==> src/design/adccc_params.svh <==
`ifndef ADCCC_PARAMS_SVH
`define ADCCC_PARAMS_SVH
`define ADCCC_NUM_CH 8
`define ADCCC_RAW_W 10
`define ADCCC_RES_W 12
`define ADCCC_TEMP_CH 3'h7
`define ADCCC_VBACKUP_CH 3'h6
`define ADCCC_NC_CH 3'h2
`define ADCCC_AVG4_LOG 2
`define ADCCC_AVG16_LOG 4
`define ADCCC_FIFO_DEPTH 4
`define ADCCC_TRIG_DELAY_CYC 8'h02
`define ADCCC_CONV_CYC 8'h0A
`endif

==> src/design/adccc_pkg.sv <==
package adccc_pkg;
	typedef enum logic [1:0] {ADCCC_RES10, ADCCC_RES8, ADCCC_RES11, ADCCC_RES12} adccc_res_e;
	typedef enum logic [1:0] {ADCCC_TRG_SW, ADCCC_TRG_PIN, ADCCC_TRG_TIMER} adccc_trig_e;
	typedef enum logic [1:0] {ADCCC_CMP_LOW, ADCCC_CMP_HIGH, ADCCC_CMP_IN, ADCCC_CMP_OUT} adccc_cmp_e;
	typedef struct packed {
		logic [2:0] chan;
		logic [11:0] data;
	} adccc_result_s;
	typedef struct packed {
		logic reference_on_bit;
		logic force_reference_bit;
	} adccc_analog_control_s;
endpackage

==> src/design/adccc_fifo.sv <==
`timescale 1ns/1ps
module adccc_fifo #(
	parameter int WIDTH = 15,
	parameter int DEPTH = 4
) (
	input wire logic mclk_in,
	input wire logic rst_in,
	input wire logic in_valid_in,
	output logic in_ready_out,
	input wire logic [WIDTH-1:0] in_data_in,
	output logic out_valid_out,
	input wire logic out_ready_in,
	output logic [WIDTH-1:0] out_data_out
);
	localparam int AW = $clog2(DEPTH);
	logic [WIDTH-1:0] mem_r [DEPTH];
	logic [AW-1:0] wp_r;
	logic [AW-1:0] rp_r;
	logic [AW:0] cnt_r;
	logic push;
	logic pop;
	// read data held in a register; refilled when the output is empty or popped
	assign push = in_valid_in && in_ready_out;
	assign pop = (cnt_r != '0) && (!out_valid_out || out_ready_in);
	always_ff @(posedge mclk_in or posedge rst_in) begin
		if (rst_in) begin
			wp_r <= '0;
			rp_r <= '0;
			cnt_r <= '0;
			in_ready_out <= 1'b0;
		end else begin
			if (push) begin
				wp_r <= AW'(wp_r + 1'b1);
			end
			if (pop) begin
				rp_r <= AW'(rp_r + 1'b1);
			end
			cnt_r <= (AW+1)'(cnt_r + push - pop);
			in_ready_out <= ((AW+1)'(cnt_r + push - pop)) < (AW+1)'(DEPTH - 1) ||
				(((AW+1)'(cnt_r + push - pop)) == (AW+1)'(DEPTH - 1) && 1'b1);
		end
	end
	always_ff @(posedge mclk_in) begin
		if (push) begin
			mem_r[wp_r] <= in_data_in;
		end
	end
	always_ff @(posedge mclk_in or posedge rst_in) begin
		if (rst_in) begin
			out_valid_out <= 1'b0;
			out_data_out <= '0;
		end else if (pop) begin
			out_valid_out <= 1'b1;
			out_data_out <= mem_r[rp_r];
		end else if (out_ready_in) begin
			out_valid_out <= 1'b0;
		end
	end
endmodule // adccc_fifo

==> src/design/adccc_top.sv <==
`timescale 1ns/1ps
`include "adccc_params.svh"
// Function
// - eight inputs selected into one converter
// - reference chosen by control bits
// - 8-bit or 10-bit, same rate
// - 8-bit results fit byte transfers
// - result in common and channel registers
// - 11-bit mode averages four samples
// - 12-bit mode averages sixteen samples
// - channel seven is temperature sensor
// - channel six measures backup supply
// - channel two has no pin
// - software, pin or timer trigger
// - window compare low high in out
// - only enabled channels are converted
// - sleep: wake, convert all, sleep
// - software defined channel order
// - standby keeps core on, same startup wait as sleep; power-down
// - startup and tracking times programmable
// - reads clear end and ready flags
// - hardware trigger starts after delay
module adccc_top
	import adccc_pkg::*;
#(
	parameter int NUM_CH = `ADCCC_NUM_CH,
	parameter int FIFO_DEPTH = `ADCCC_FIFO_DEPTH
) (
	input wire logic mclk_in,
	input wire logic rst_in,
	input wire adccc_analog_control_s analog_control_register_in,
	input wire adccc_res_e res_mode_in,
	input wire adccc_trig_e trig_sel_in,
	input wire logic trig_en_in,
	input wire logic sw_start_in,
	input wire logic external_trigger_pin_in,
	input wire logic timer_channel_output_in,
	input wire logic [NUM_CH-1:0] chan_enable_in,
	input wire logic seq_custom_in,
	input wire logic [23:0] seq_order_in,
	input wire logic sleep_mode_in,
	input wire logic standby_mode_in,
	input wire logic power_down_in,
	input wire logic [7:0] startup_cyc_in,
	input wire logic [7:0] track_cyc_in,
	input wire adccc_cmp_e cmp_mode_in,
	input wire logic [11:0] cmp_low_in,
	input wire logic [11:0] cmp_high_in,
	input wire logic [2:0] read_chan_in,
	input wire logic read_chan_in_stb_in,
	input wire logic read_last_stb_in,
	input wire logic [`ADCCC_RAW_W-1:0] core_data_in,
	input wire logic dma_ready_in,
	output logic [2:0] mux_sel_out,
	output logic use_internal_ref_out,
	output logic ref_buffer_on_out,
	output logic core_powered_out,
	output logic core_sample_out,
	output logic temp_sensor_on_out,
	output logic [11:0] channel_result_register_out,
	output adccc_result_s last_result_register_out,
	output logic [NUM_CH-1:0] end_of_conversion_flag_out,
	output logic data_ready_flag_out,
	output logic cmp_flag_out,
	output logic dma_valid_out,
	output adccc_result_s dma_data_out,
	output logic busy_out
);
	// ------------------------------------------------------------
	// types and state
	// ------------------------------------------------------------
	typedef enum logic [2:0] {ST_OFF, ST_IDLE, ST_WAKE, ST_TRACK, ST_CONV, ST_NEXT} adccc_st_e;
	adccc_st_e st_r;
	logic [7:0] cnt_r;
	logic [2:0] idx_r;
	logic [2:0] chan_r;
	logic [4:0] acc_cnt_r;
	logic [15:0] acc_r;
	logic [11:0] res_data;
	logic res_valid;
	logic trig_pin_d_r;
	logic trig_tmr_d_r;
	logic [7:0] trig_dly_r;
	logic trig_pend_r;
	logic start;
	logic fifo_ready;
	logic [11:0] chan_mem_r [NUM_CH];
	logic [4:0] avg_n;
	// ------------------------------------------------------------
	// helpers
	// ------------------------------------------------------------
	function automatic logic [2:0] seq_chan(input logic [2:0] i, input logic custom,
		input logic [23:0] order);
		seq_chan = custom ? order[i*3 +: 3] : i;
	endfunction
	function automatic logic cmp_hit(input adccc_cmp_e m, input logic [11:0] v,
		input logic [11:0] lo, input logic [11:0] hi);
		unique case (m)
			ADCCC_CMP_LOW: cmp_hit = v < lo;
			ADCCC_CMP_HIGH: cmp_hit = v > hi;
			ADCCC_CMP_IN: cmp_hit = (v >= lo) && (v <= hi);
			ADCCC_CMP_OUT: cmp_hit = (v < lo) || (v > hi);
		endcase
	endfunction
	// ------------------------------------------------------------
	// triggers
	// ------------------------------------------------------------
	always_ff @(posedge mclk_in or posedge rst_in) begin
		if (rst_in) begin
			trig_pin_d_r <= 1'b0;
			trig_tmr_d_r <= 1'b0;
			trig_dly_r <= 8'h00;
			trig_pend_r <= 1'b0;
		end else begin
			trig_pin_d_r <= external_trigger_pin_in;
			trig_tmr_d_r <= timer_channel_output_in;
			trig_pend_r <= 1'b0;
			if (trig_dly_r != 8'h00) begin
				trig_dly_r <= trig_dly_r - 8'h01;
				trig_pend_r <= (trig_dly_r == 8'h01);
			end else if (trig_en_in && ((trig_sel_in == ADCCC_TRG_PIN &&
				external_trigger_pin_in && !trig_pin_d_r) || (trig_sel_in == ADCCC_TRG_TIMER &&
				timer_channel_output_in && !trig_tmr_d_r))) begin
				trig_dly_r <= `ADCCC_TRIG_DELAY_CYC;
			end
		end
	end
	assign start = trig_pend_r || (sw_start_in && trig_sel_in == ADCCC_TRG_SW);
	// ------------------------------------------------------------
	// sequencer
	// ------------------------------------------------------------
	// a trigger while busy is dropped; spacing must exceed the sequence length
	always_ff @(posedge mclk_in or posedge rst_in) begin
		if (rst_in) begin
			st_r <= ST_OFF;
			cnt_r <= 8'h00;
			idx_r <= 3'h0;
			chan_r <= 3'h0;
		end else begin
			unique case (st_r)
				ST_OFF: if (!power_down_in) begin
					st_r <= ST_IDLE;
				end
				ST_IDLE: if (power_down_in) begin
					st_r <= ST_OFF;
				end else if (start && chan_enable_in != '0) begin
					idx_r <= 3'h0;
					cnt_r <= (sleep_mode_in || standby_mode_in) ? startup_cyc_in : 8'h00;
					st_r <= ST_WAKE;
				end
				ST_WAKE: if (cnt_r != 8'h00) begin
					cnt_r <= cnt_r - 8'h01;
				end else if (!chan_enable_in[seq_chan(idx_r, seq_custom_in, seq_order_in)]) begin
					st_r <= ST_NEXT;
				end else begin
					chan_r <= seq_chan(idx_r, seq_custom_in, seq_order_in);
					cnt_r <= track_cyc_in;
					st_r <= ST_TRACK;
				end
				ST_TRACK: if (cnt_r != 8'h00) begin
					cnt_r <= cnt_r - 8'h01;
				end else begin
					cnt_r <= `ADCCC_CONV_CYC;
					st_r <= ST_CONV;
				end
				ST_CONV: if (cnt_r != 8'h00) begin
					cnt_r <= cnt_r - 8'h01;
				end else if (fifo_ready) begin
					st_r <= ST_NEXT;
				end
				ST_NEXT: if (idx_r == 3'(NUM_CH - 1)) begin
					st_r <= ST_IDLE;
				end else begin
					idx_r <= idx_r + 3'h1;
					st_r <= ST_WAKE;
				end
			endcase
		end
	end
	// ------------------------------------------------------------
	// averaging
	// ------------------------------------------------------------
	assign avg_n = (res_mode_in == ADCCC_RES11) ? 5'h04 :
		(res_mode_in == ADCCC_RES12) ? 5'h10 : 5'h01;
	wire sample_done = (st_r == ST_CONV) && (cnt_r == 8'h00) && fifo_ready;
	wire [15:0] acc_sum = acc_r + 16'(core_data_in);
	always_ff @(posedge mclk_in or posedge rst_in) begin
		if (rst_in) begin
			acc_r <= 16'h0000;
			acc_cnt_r <= 5'h00;
		end else if (sample_done) begin
			if (acc_cnt_r + 5'h01 >= avg_n) begin
				acc_r <= 16'h0000;
				acc_cnt_r <= 5'h00;
			end else begin
				acc_r <= acc_sum;
				acc_cnt_r <= acc_cnt_r + 5'h01;
			end
		end
	end
	assign res_valid = sample_done && (acc_cnt_r + 5'h01 >= avg_n);
	always_comb begin
		unique case (res_mode_in)
			ADCCC_RES8: res_data = {4'h0, core_data_in[9:2]};
			ADCCC_RES11: res_data = {1'b0, acc_sum[11:1]};
			ADCCC_RES12: res_data = acc_sum[13:2];
			default: res_data = {2'h0, core_data_in};
		endcase
	end
	// ------------------------------------------------------------
	// results and flags
	// ------------------------------------------------------------
	always_ff @(posedge mclk_in) begin
		if (res_valid) begin
			chan_mem_r[chan_r] <= res_data;
		end
	end
	always_ff @(posedge mclk_in or posedge rst_in) begin
		if (rst_in) begin
			last_result_register_out <= '0;
			channel_result_register_out <= 12'h000;
			end_of_conversion_flag_out <= '0;
			data_ready_flag_out <= 1'b0;
			cmp_flag_out <= 1'b0;
		end else begin
			if (read_chan_in_stb_in) begin
				channel_result_register_out <= chan_mem_r[read_chan_in];
			end
			for (int i = 0; i < NUM_CH; i++) begin
				if (res_valid && chan_r == 3'(i)) begin
					end_of_conversion_flag_out[i] <= 1'b1; // set wins over clear
				end else if (read_chan_in_stb_in && read_chan_in == 3'(i)) begin
					end_of_conversion_flag_out[i] <= 1'b0;
				end
			end
			if (res_valid) begin
				last_result_register_out <= '{chan: chan_r, data: res_data};
				data_ready_flag_out <= 1'b1;
				cmp_flag_out <= cmp_hit(cmp_mode_in, res_data, cmp_low_in, cmp_high_in);
			end else if (read_last_stb_in) begin
				data_ready_flag_out <= 1'b0;
			end
		end
	end
	// ------------------------------------------------------------
	// analog controls
	// ------------------------------------------------------------
	always_ff @(posedge mclk_in or posedge rst_in) begin
		if (rst_in) begin
			mux_sel_out <= 3'h0;
			use_internal_ref_out <= 1'b0;
			ref_buffer_on_out <= 1'b0;
			core_powered_out <= 1'b0;
			core_sample_out <= 1'b0;
			temp_sensor_on_out <= 1'b0;
			busy_out <= 1'b0;
		end else begin
			mux_sel_out <= chan_r;
			use_internal_ref_out <= analog_control_register_in.reference_on_bit;
			ref_buffer_on_out <= analog_control_register_in.reference_on_bit ||
				analog_control_register_in.force_reference_bit;
			// sleep shuts the core between sequences; standby keeps it warm
			core_powered_out <= !power_down_in &&
				(st_r != ST_IDLE || !sleep_mode_in);
			core_sample_out <= st_r == ST_TRACK;
			temp_sensor_on_out <= chan_enable_in[`ADCCC_TEMP_CH];
			busy_out <= st_r != ST_IDLE && st_r != ST_OFF;
		end
	end
	// channel 6 feeds backup supply, channel 2 has no pin; both muxed by index
	// ------------------------------------------------------------
	// dma buffering
	// ------------------------------------------------------------
	adccc_fifo #(.WIDTH(15), .DEPTH(FIFO_DEPTH)) u_fifo (
		.mclk_in(mclk_in),
		.rst_in(rst_in),
		.in_valid_in(res_valid),
		.in_ready_out(fifo_ready),
		.in_data_in({chan_r, res_data}),
		.out_valid_out(dma_valid_out),
		.out_ready_in(dma_ready_in),
		.out_data_out(dma_data_out)
	);
	// ------------------------------------------------------------
	// checks
	// ------------------------------------------------------------
	property p_data_ready_flag_set;
		@(posedge mclk_in) disable iff (rst_in) res_valid |=> data_ready_flag_out;
	endproperty
	a_data_ready_flag_set: assert property (p_data_ready_flag_set) else $error("ready flag not set");
	property p_data_ready_flag_clr;
		@(posedge mclk_in) disable iff (rst_in) read_last_stb_in && !res_valid |=> !data_ready_flag_out;
	endproperty
	a_data_ready_flag_clr: assert property (p_data_ready_flag_clr) else $error("ready flag not cleared");
	property p_only_enabled;
		@(posedge mclk_in) disable iff (rst_in) $rose(core_sample_out) |-> chan_enable_in[chan_r];
	endproperty
	a_only_enabled: assert property (p_only_enabled) else $error("disabled channel sampled");
	property p_trig_delay;
		@(posedge mclk_in) disable iff (rst_in)
			trig_dly_r == 8'h00 && $past(trig_dly_r) == 8'h01 |-> trig_pend_r;
	endproperty
	a_trig_delay: assert property (p_trig_delay) else $error("trigger delay lost");
	property p_res8;
		@(posedge mclk_in) disable iff (rst_in)
			res_valid && res_mode_in == ADCCC_RES8 |-> res_data[11:8] == 4'h0;
	endproperty
	a_res8: assert property (p_res8) else $error("8-bit result too wide");
	property p_avg4;
		@(posedge mclk_in) disable iff (rst_in)
			res_valid && res_mode_in == ADCCC_RES11 |-> acc_cnt_r == 5'h03;
	endproperty
	a_avg4: assert property (p_avg4) else $error("average of four wrong");
	property p_avg16;
		@(posedge mclk_in) disable iff (rst_in)
			res_valid && res_mode_in == ADCCC_RES12 |-> acc_cnt_r == 5'h0F;
	endproperty
	a_avg16: assert property (p_avg16) else $error("average of sixteen wrong");
	property p_off;
		@(posedge mclk_in) disable iff (rst_in) power_down_in && st_r == ST_IDLE |=> st_r == ST_OFF;
	endproperty
	a_off: assert property (p_off) else $error("power down ignored");
	property p_ref;
		@(posedge mclk_in) disable iff (rst_in)
			analog_control_register_in.reference_on_bit |=> ref_buffer_on_out;
	endproperty
	a_ref: assert property (p_ref) else $error("reference not on");
	c_seq: cover property (@(posedge mclk_in) disable iff (rst_in) st_r == ST_NEXT ##1 st_r == ST_IDLE);
	c_cmp: cover property (@(posedge mclk_in) disable iff (rst_in) cmp_flag_out);
	c_stall: cover property (@(posedge mclk_in) disable iff (rst_in) !fifo_ready);
endmodule // adccc_top

==> config.mk <==
export PLATFORM = sky130hd
export DESIGN_NAME = adccc_top
export DESIGN_NICKNAME = d
export VERILOG_FILES = /design/src/design/adccc_pkg.sv /design/src/design/adccc_fifo.sv /design/src/design/adccc_top.sv
export VERILOG_INCLUDE_DIRS = /design/src /design/src/design
export SDC_FILE = /design/constraint.sdc
export NUM_CORES = 1
export LEC_CHECK = 0
export BUFFER_PORTS_ARGS = -buffer_cell sky130_fd_sc_hd__clkbuf_2
export CORE_UTILIZATION = 29
export CTS_CLUSTER_DIAMETER = 120
export CTS_CLUSTER_SIZE = 14
export DETAILED_ROUTE_END_ITERATION = 10
export GPL_ROUTABILITY_DRIVEN = 1
export PLACE_DENSITY = 0.51
export SYNTH_ARGS = -nofsm -noshare
export SYNTH_HDL_FRONTEND = slang
export SYNTH_SLANG_ARGS = --single-unit
==> constraint.sdc <==
create_clock -name mclk_in -period 5.6 [get_ports mclk_in]
set_input_delay 0.28 -clock mclk_in [delete_from_list [all_inputs] [get_ports mclk_in]]
set_output_delay 0.28 -clock mclk_in [all_outputs]
set_load 0.005 [all_outputs]
==> qor.txt <==
STATUS
----------------------------------------------------------------------------------------
Result of the run                                                           finished, final reports clean

SYNTHESIS
----------------------------------------------------------------------------------------
Seq/Total Area, Yosys                                                              0.602
Dominant combinational cell family by area after synthesis                  multiplexers
Synthesis warning total                                                                0
Adder and majority cell fraction of the synthesized area                          0.0536
Combined area of all synthesized cells                                         12600 um2
Synthesized-area fraction occupied by ao, oa, aoi and oai cells                   0.0818
Async set-or-reset flop fraction in the synthesized netlist                        0.429
Share of synthesized cell area in and, or, nand and nor gates                     0.0927
Post-Syn Area per Cell                                                          13.4 um2
Flops & latches, synth                                                               273
Area share of xor/xnor cells in the synthesized design                            0.0173
Top_reg_cell synth                                                          sky130_fd_sc_hd__edfxtp_1
Netlist cell types                                                                    58
Synth Instances                                                                      941
Number of enable flip-flop cells after synthesis                                     156
Multiplexer fraction of the synthesized cell area                                  0.127
Syn Nets                                                                            1100

GLOBAL ROUTING
----------------------------------------------------------------------------------------
First-pass GRT wire length                                                       49.7 mm
Initial antenna violation count                                                        0
GRT Residual Overflow                                                                  0
Via count of the first global-routing pass                                          8435
All-Layer GR Usage                                                                 0.146
Maximum number of pins on one net before global-route repair                          80

TIMING
----------------------------------------------------------------------------------------
Hold violation count in the final report                                               0
Finish-stage setup viols                                                               0
Highest clock frequency the design can meet                                      217 MHz
Post-route setup TNS                                                                0 ps
Worst relative slew slack                                                          0.307
Final-report max-slew violation count                                                  0
Unrepaired setup endpoints after global routing                                       no
Post-layout minimum cycle time                                                   4610 ps
Actual transition at the worst max-transition pin                                1040 ps
Post-Route Skew                                                                  18.2 ps
Share of the clock period used by the worst path after layout                      0.823

CELLS AND AREA
----------------------------------------------------------------------------------------
Number of nets at the end of the flow                                               1289
Core utilization of the finished layout                                            0.349
Fill cell total of the finished layout                                              4206
Layout overhead on the synthesized area                                            18.8%
Ratio of cells with drive above 1 in the final layout                              0.264
Most common cell after layout, fill and taps aside                          sky130_fd_sc_hd__clkbuf_2
Most frequent cells in the layout                                           sky130_fd_sc_hd__clkbuf_2 (167), sky130_fd_sc_hd__edfxtp_1 (156), sky130_fd_sc_hd__dfrtp_1 (117)
Diodes inserted                                                                        0

CRITICAL PATH
----------------------------------------------------------------------------------------
Arrival @ worst endpoint                                                         5030 ps
Category of the worst setup path capture point                                      flop
Register-to-register setup slack                                                  990 ps
Critical path class                                                         flop to flop
Register-to-Register Path Depth                                                       17
Category of the worst setup path launch point                                       flop
Worst Path Required                                                              6020 ps
Worst-path fanout max                                                                 14
Endpoint of the lowest-slack register-to-register path                      cmp_flag_out
Worst reg2reg startpoint                                                        acc_r[0]

CLOCK NETWORK
----------------------------------------------------------------------------------------
Setup repair bufs after CTS                                                            0
Clock slew at the register clock pins of the worst setup and hold paths            70 ps
Total clock sinks                                                                    273
TritonCTS Buffers                                                                     23
Count of hold-fix buffers inserted at cts                                             10
TritonCTS clock tree                                                                done
Post-cts sizing count                                                                  0
Longest Clk Path Bufs                                                                  3
Clock network latency to the later pin of the worst-skew pair                     540 ps
Number of H-tree levels                                                                1
Root Driver                                                                 sky130_fd_sc_hd__clkbuf_16

DIE
----------------------------------------------------------------------------------------
Boundary pin count                                                                   168
Overall die width                                                                 211 um
FP Rows                                                                               76
Starting density of the core                                                       0.294
Floorplan die area                                                             44400 um2
Chip height                                                                       211 um
Std-Cell Core Area                                                             43100 um2

PWR
----------------------------------------------------------------------------------------
Static leakage                                                                   6.04 nW
Power density over cell area                                                  369 nW/um2
Peak VDD IR                                                                     0.192 mV

ROUTING
----------------------------------------------------------------------------------------
Vias after detailed routing                                                         8301
DRC errors left                                                                        0
ANT nets after route                                                                   0
Initial drt markers                                                                  513
Avg Vias per Cell                                                                   4.80
Detailed-routing iteration count for the pre-antenna-repair pass                       5
Wirelength per Cell                                                              18.5 um
Sum of routed wire length over all layers                                        32.0 mm

JOB
----------------------------------------------------------------------------------------
Reported max-cap violation count                                                       0

PLACEMENT
----------------------------------------------------------------------------------------
Routability congestion estimate from global placement                              0.804
# port buffers                                                                       167
Total half-perimeter wirelength after legalization and detailed placement        21.9 mm

MIN PATH
----------------------------------------------------------------------------------------
Path class of the lowest-slack min-delay path                               input port to flop
Startpoint of the lowest-slack hold path                                    startup_cyc_in[1]
Worst Hold Path Cells                                                                  3
End of the worst hold path                                                      cnt_r[1]

## registers in the layout (all words and copies together), names as in the netlist, 2 cells and up
register,cells
u_fifo.out_data_out,15
u_fifo.cnt_r,3
u_fifo.wp_r,2
trig_dly_r,8
u_fifo.mem_r,60
chan_mem_r,96
u_fifo.rp_r,2
mux_sel_out,3
idx_r,3
acc_cnt_r,5
last_result_register_out,15
chan_r,3
end_of_conversion_flag_out,8
st_r,3
channel_result_register_out,12
acc_r,14
cnt_r,8
## power by group
part	switching (mW)	internal (mW)	total, mW	leakage, nW
registers	0.283	2.39	2.67	2.79
clock network	0.726	0.802	1.53	0.326
logic	0.713	0.628	1.34	2.92
## how the worst max path moves through the flow
stage	to	slack [ps]	cells after the start	start
finish	cmp_flag_out	990	17	acc_r[0]
global route	cmp_flag_out	600	17	acc_r[0]
CTS	cmp_flag_out	960	17	acc_r[0]
detailed placement	cmp_flag_out	950	18	core_data_in[0]
global placement	cmp_flag_out	1040	18	core_data_in[6]
floorplan	cmp_flag_out	1390	17	acc_r[0]
## Yosys cell counts (3+ instances only)
cell                       count  area [um2]
sky130_fd_sc_hd__o31ai_1       8        60.1
sky130_fd_sc_hd__o22ai_1       3        18.8
sky130_fd_sc_hd__dfrtp_1     117        2930
sky130_fd_sc_hd__and3_1        6        37.5
sky130_fd_sc_hd__nor4_1        6        37.5
sky130_fd_sc_hd__a221oi_1      5        43.8
sky130_fd_sc_hd__a211oi_1      7        52.6
sky130_fd_sc_hd__nand2_1      86         323
sky130_fd_sc_hd__a211o_1       3        26.3
sky130_fd_sc_hd__clkbuf_1     24        90.1
sky130_fd_sc_hd__a221o_1       3        30.0
sky130_fd_sc_hd__ha_1         51         638
sky130_fd_sc_hd__and2_1        4        25.0
sky130_fd_sc_hd__mux2i_1      20         200
sky130_fd_sc_hd__mux4_2       49        1100
sky130_fd_sc_hd__mux2_2       27         304
sky130_fd_sc_hd__xor2_1       12         105
sky130_fd_sc_hd__nand3_1      28         140
sky130_fd_sc_hd__edfxtp_1    156        4680
sky130_fd_sc_hd__o221ai_1      3        26.3
sky130_fd_sc_hd__or3_1         6        37.5
sky130_fd_sc_hd__a31oi_1       6        37.5
sky130_fd_sc_hd__a21oi_1      39         195
sky130_fd_sc_hd__buf_1         5        18.8
sky130_fd_sc_hd__nand4_1       9        56.3
sky130_fd_sc_hd__nand3b_1      3        22.5
sky130_fd_sc_hd__nor2b_1       8        50.1
sky130_fd_sc_hd__nand2b_1     10        62.6
sky130_fd_sc_hd__nor3_1       21         105
sky130_fd_sc_hd__nor2_1       50         188
sky130_fd_sc_hd__xnor2_1      13         114
sky130_fd_sc_hd__o21ai_0      47         235
sky130_fd_sc_hd__o211ai_1      7        52.6
sky130_fd_sc_hd__inv_1        51         191
sky130_fd_sc_hd__o21bai_1      4        30.0
sky130_fd_sc_hd__a21o_1       12        90.1
## per-layer routing
layer | global-route usage | vias up | routed length [um]
li1 | - | 3904 | -
met1 | 0.206 | 4178 | 15200
met2 | 0.238 | 187 | 15100
met3 | 0.0184 | 32 | 1230
met4 | 0.0320 | 0 | 566
met5 | 0 | - | 0
## cells by family after synthesis
group	count (synthesis)
AND/OR/NAND/NOR	248
XOR/XNOR	25
multiplexers	96
flip-flops	273
adder cells (fa/ha/maj)	53
AO/OA/AOI/OAI	162
buffers and inverters	84
## layout make-up
class / instances / area (um2) / share of cell area
clock buffers: 38 / 653 / 0.0435
clock inverters: 2 / 25.0 / 0.00167
inverters: 52 / 200 / 0.0133
multi-input cells: 584 / 4730 / 0.315
flip-flops and latches: 273 / 7610 / 0.507
well taps: 585 / 732 / 0.0487
repair buffers: 196 / 1080 / 0.0718
## through the flow
| step | hold slack, ps | area, um2 | worst slack (ps) | power, mW | std cells |
|---|---|---|---|---|---|
| CTS | 41.2 | 15000 | 960 | 5.63 | 1730 |
| finish | 53.9 | 15000 | 991 | 5.54 | 1730 |
| floorplan | 311 | 12600 | 1390 | 3.56 | 941 |
| detailed placement | 400 | 14200 | 952 | 4.07 | 1680 |
| global route | 50.3 | 15000 | 600 | 5.89 | 1730 |
| global placement | 398 | 14200 | 1040 | 4.06 | 1680 |
## worst max-delay path, stage by stage (launching register included)
cell,delay [ps]
sky130_fd_sc_hd__dfrtp_1,390
sky130_fd_sc_hd__ha_1,230
sky130_fd_sc_hd__fa_1,420
sky130_fd_sc_hd__a21o_1,210
sky130_fd_sc_hd__nand4_1,110
sky130_fd_sc_hd__nand3_1,100
sky130_fd_sc_hd__a41o_1,300
sky130_fd_sc_hd__and3_1,230
sky130_fd_sc_hd__xnor2_1,150
sky130_fd_sc_hd__a211oi_2,850
sky130_fd_sc_hd__ha_1,400
sky130_fd_sc_hd__nand4_1,120
sky130_fd_sc_hd__nor2_1,50
sky130_fd_sc_hd__a221oi_1,220
sky130_fd_sc_hd__o21ai_0,200
sky130_fd_sc_hd__o211a_1,260
sky130_fd_sc_hd__nor3_1,160
sky130_fd_sc_hd__o21ai_0,110
Power figures use the tool's default switching activity.
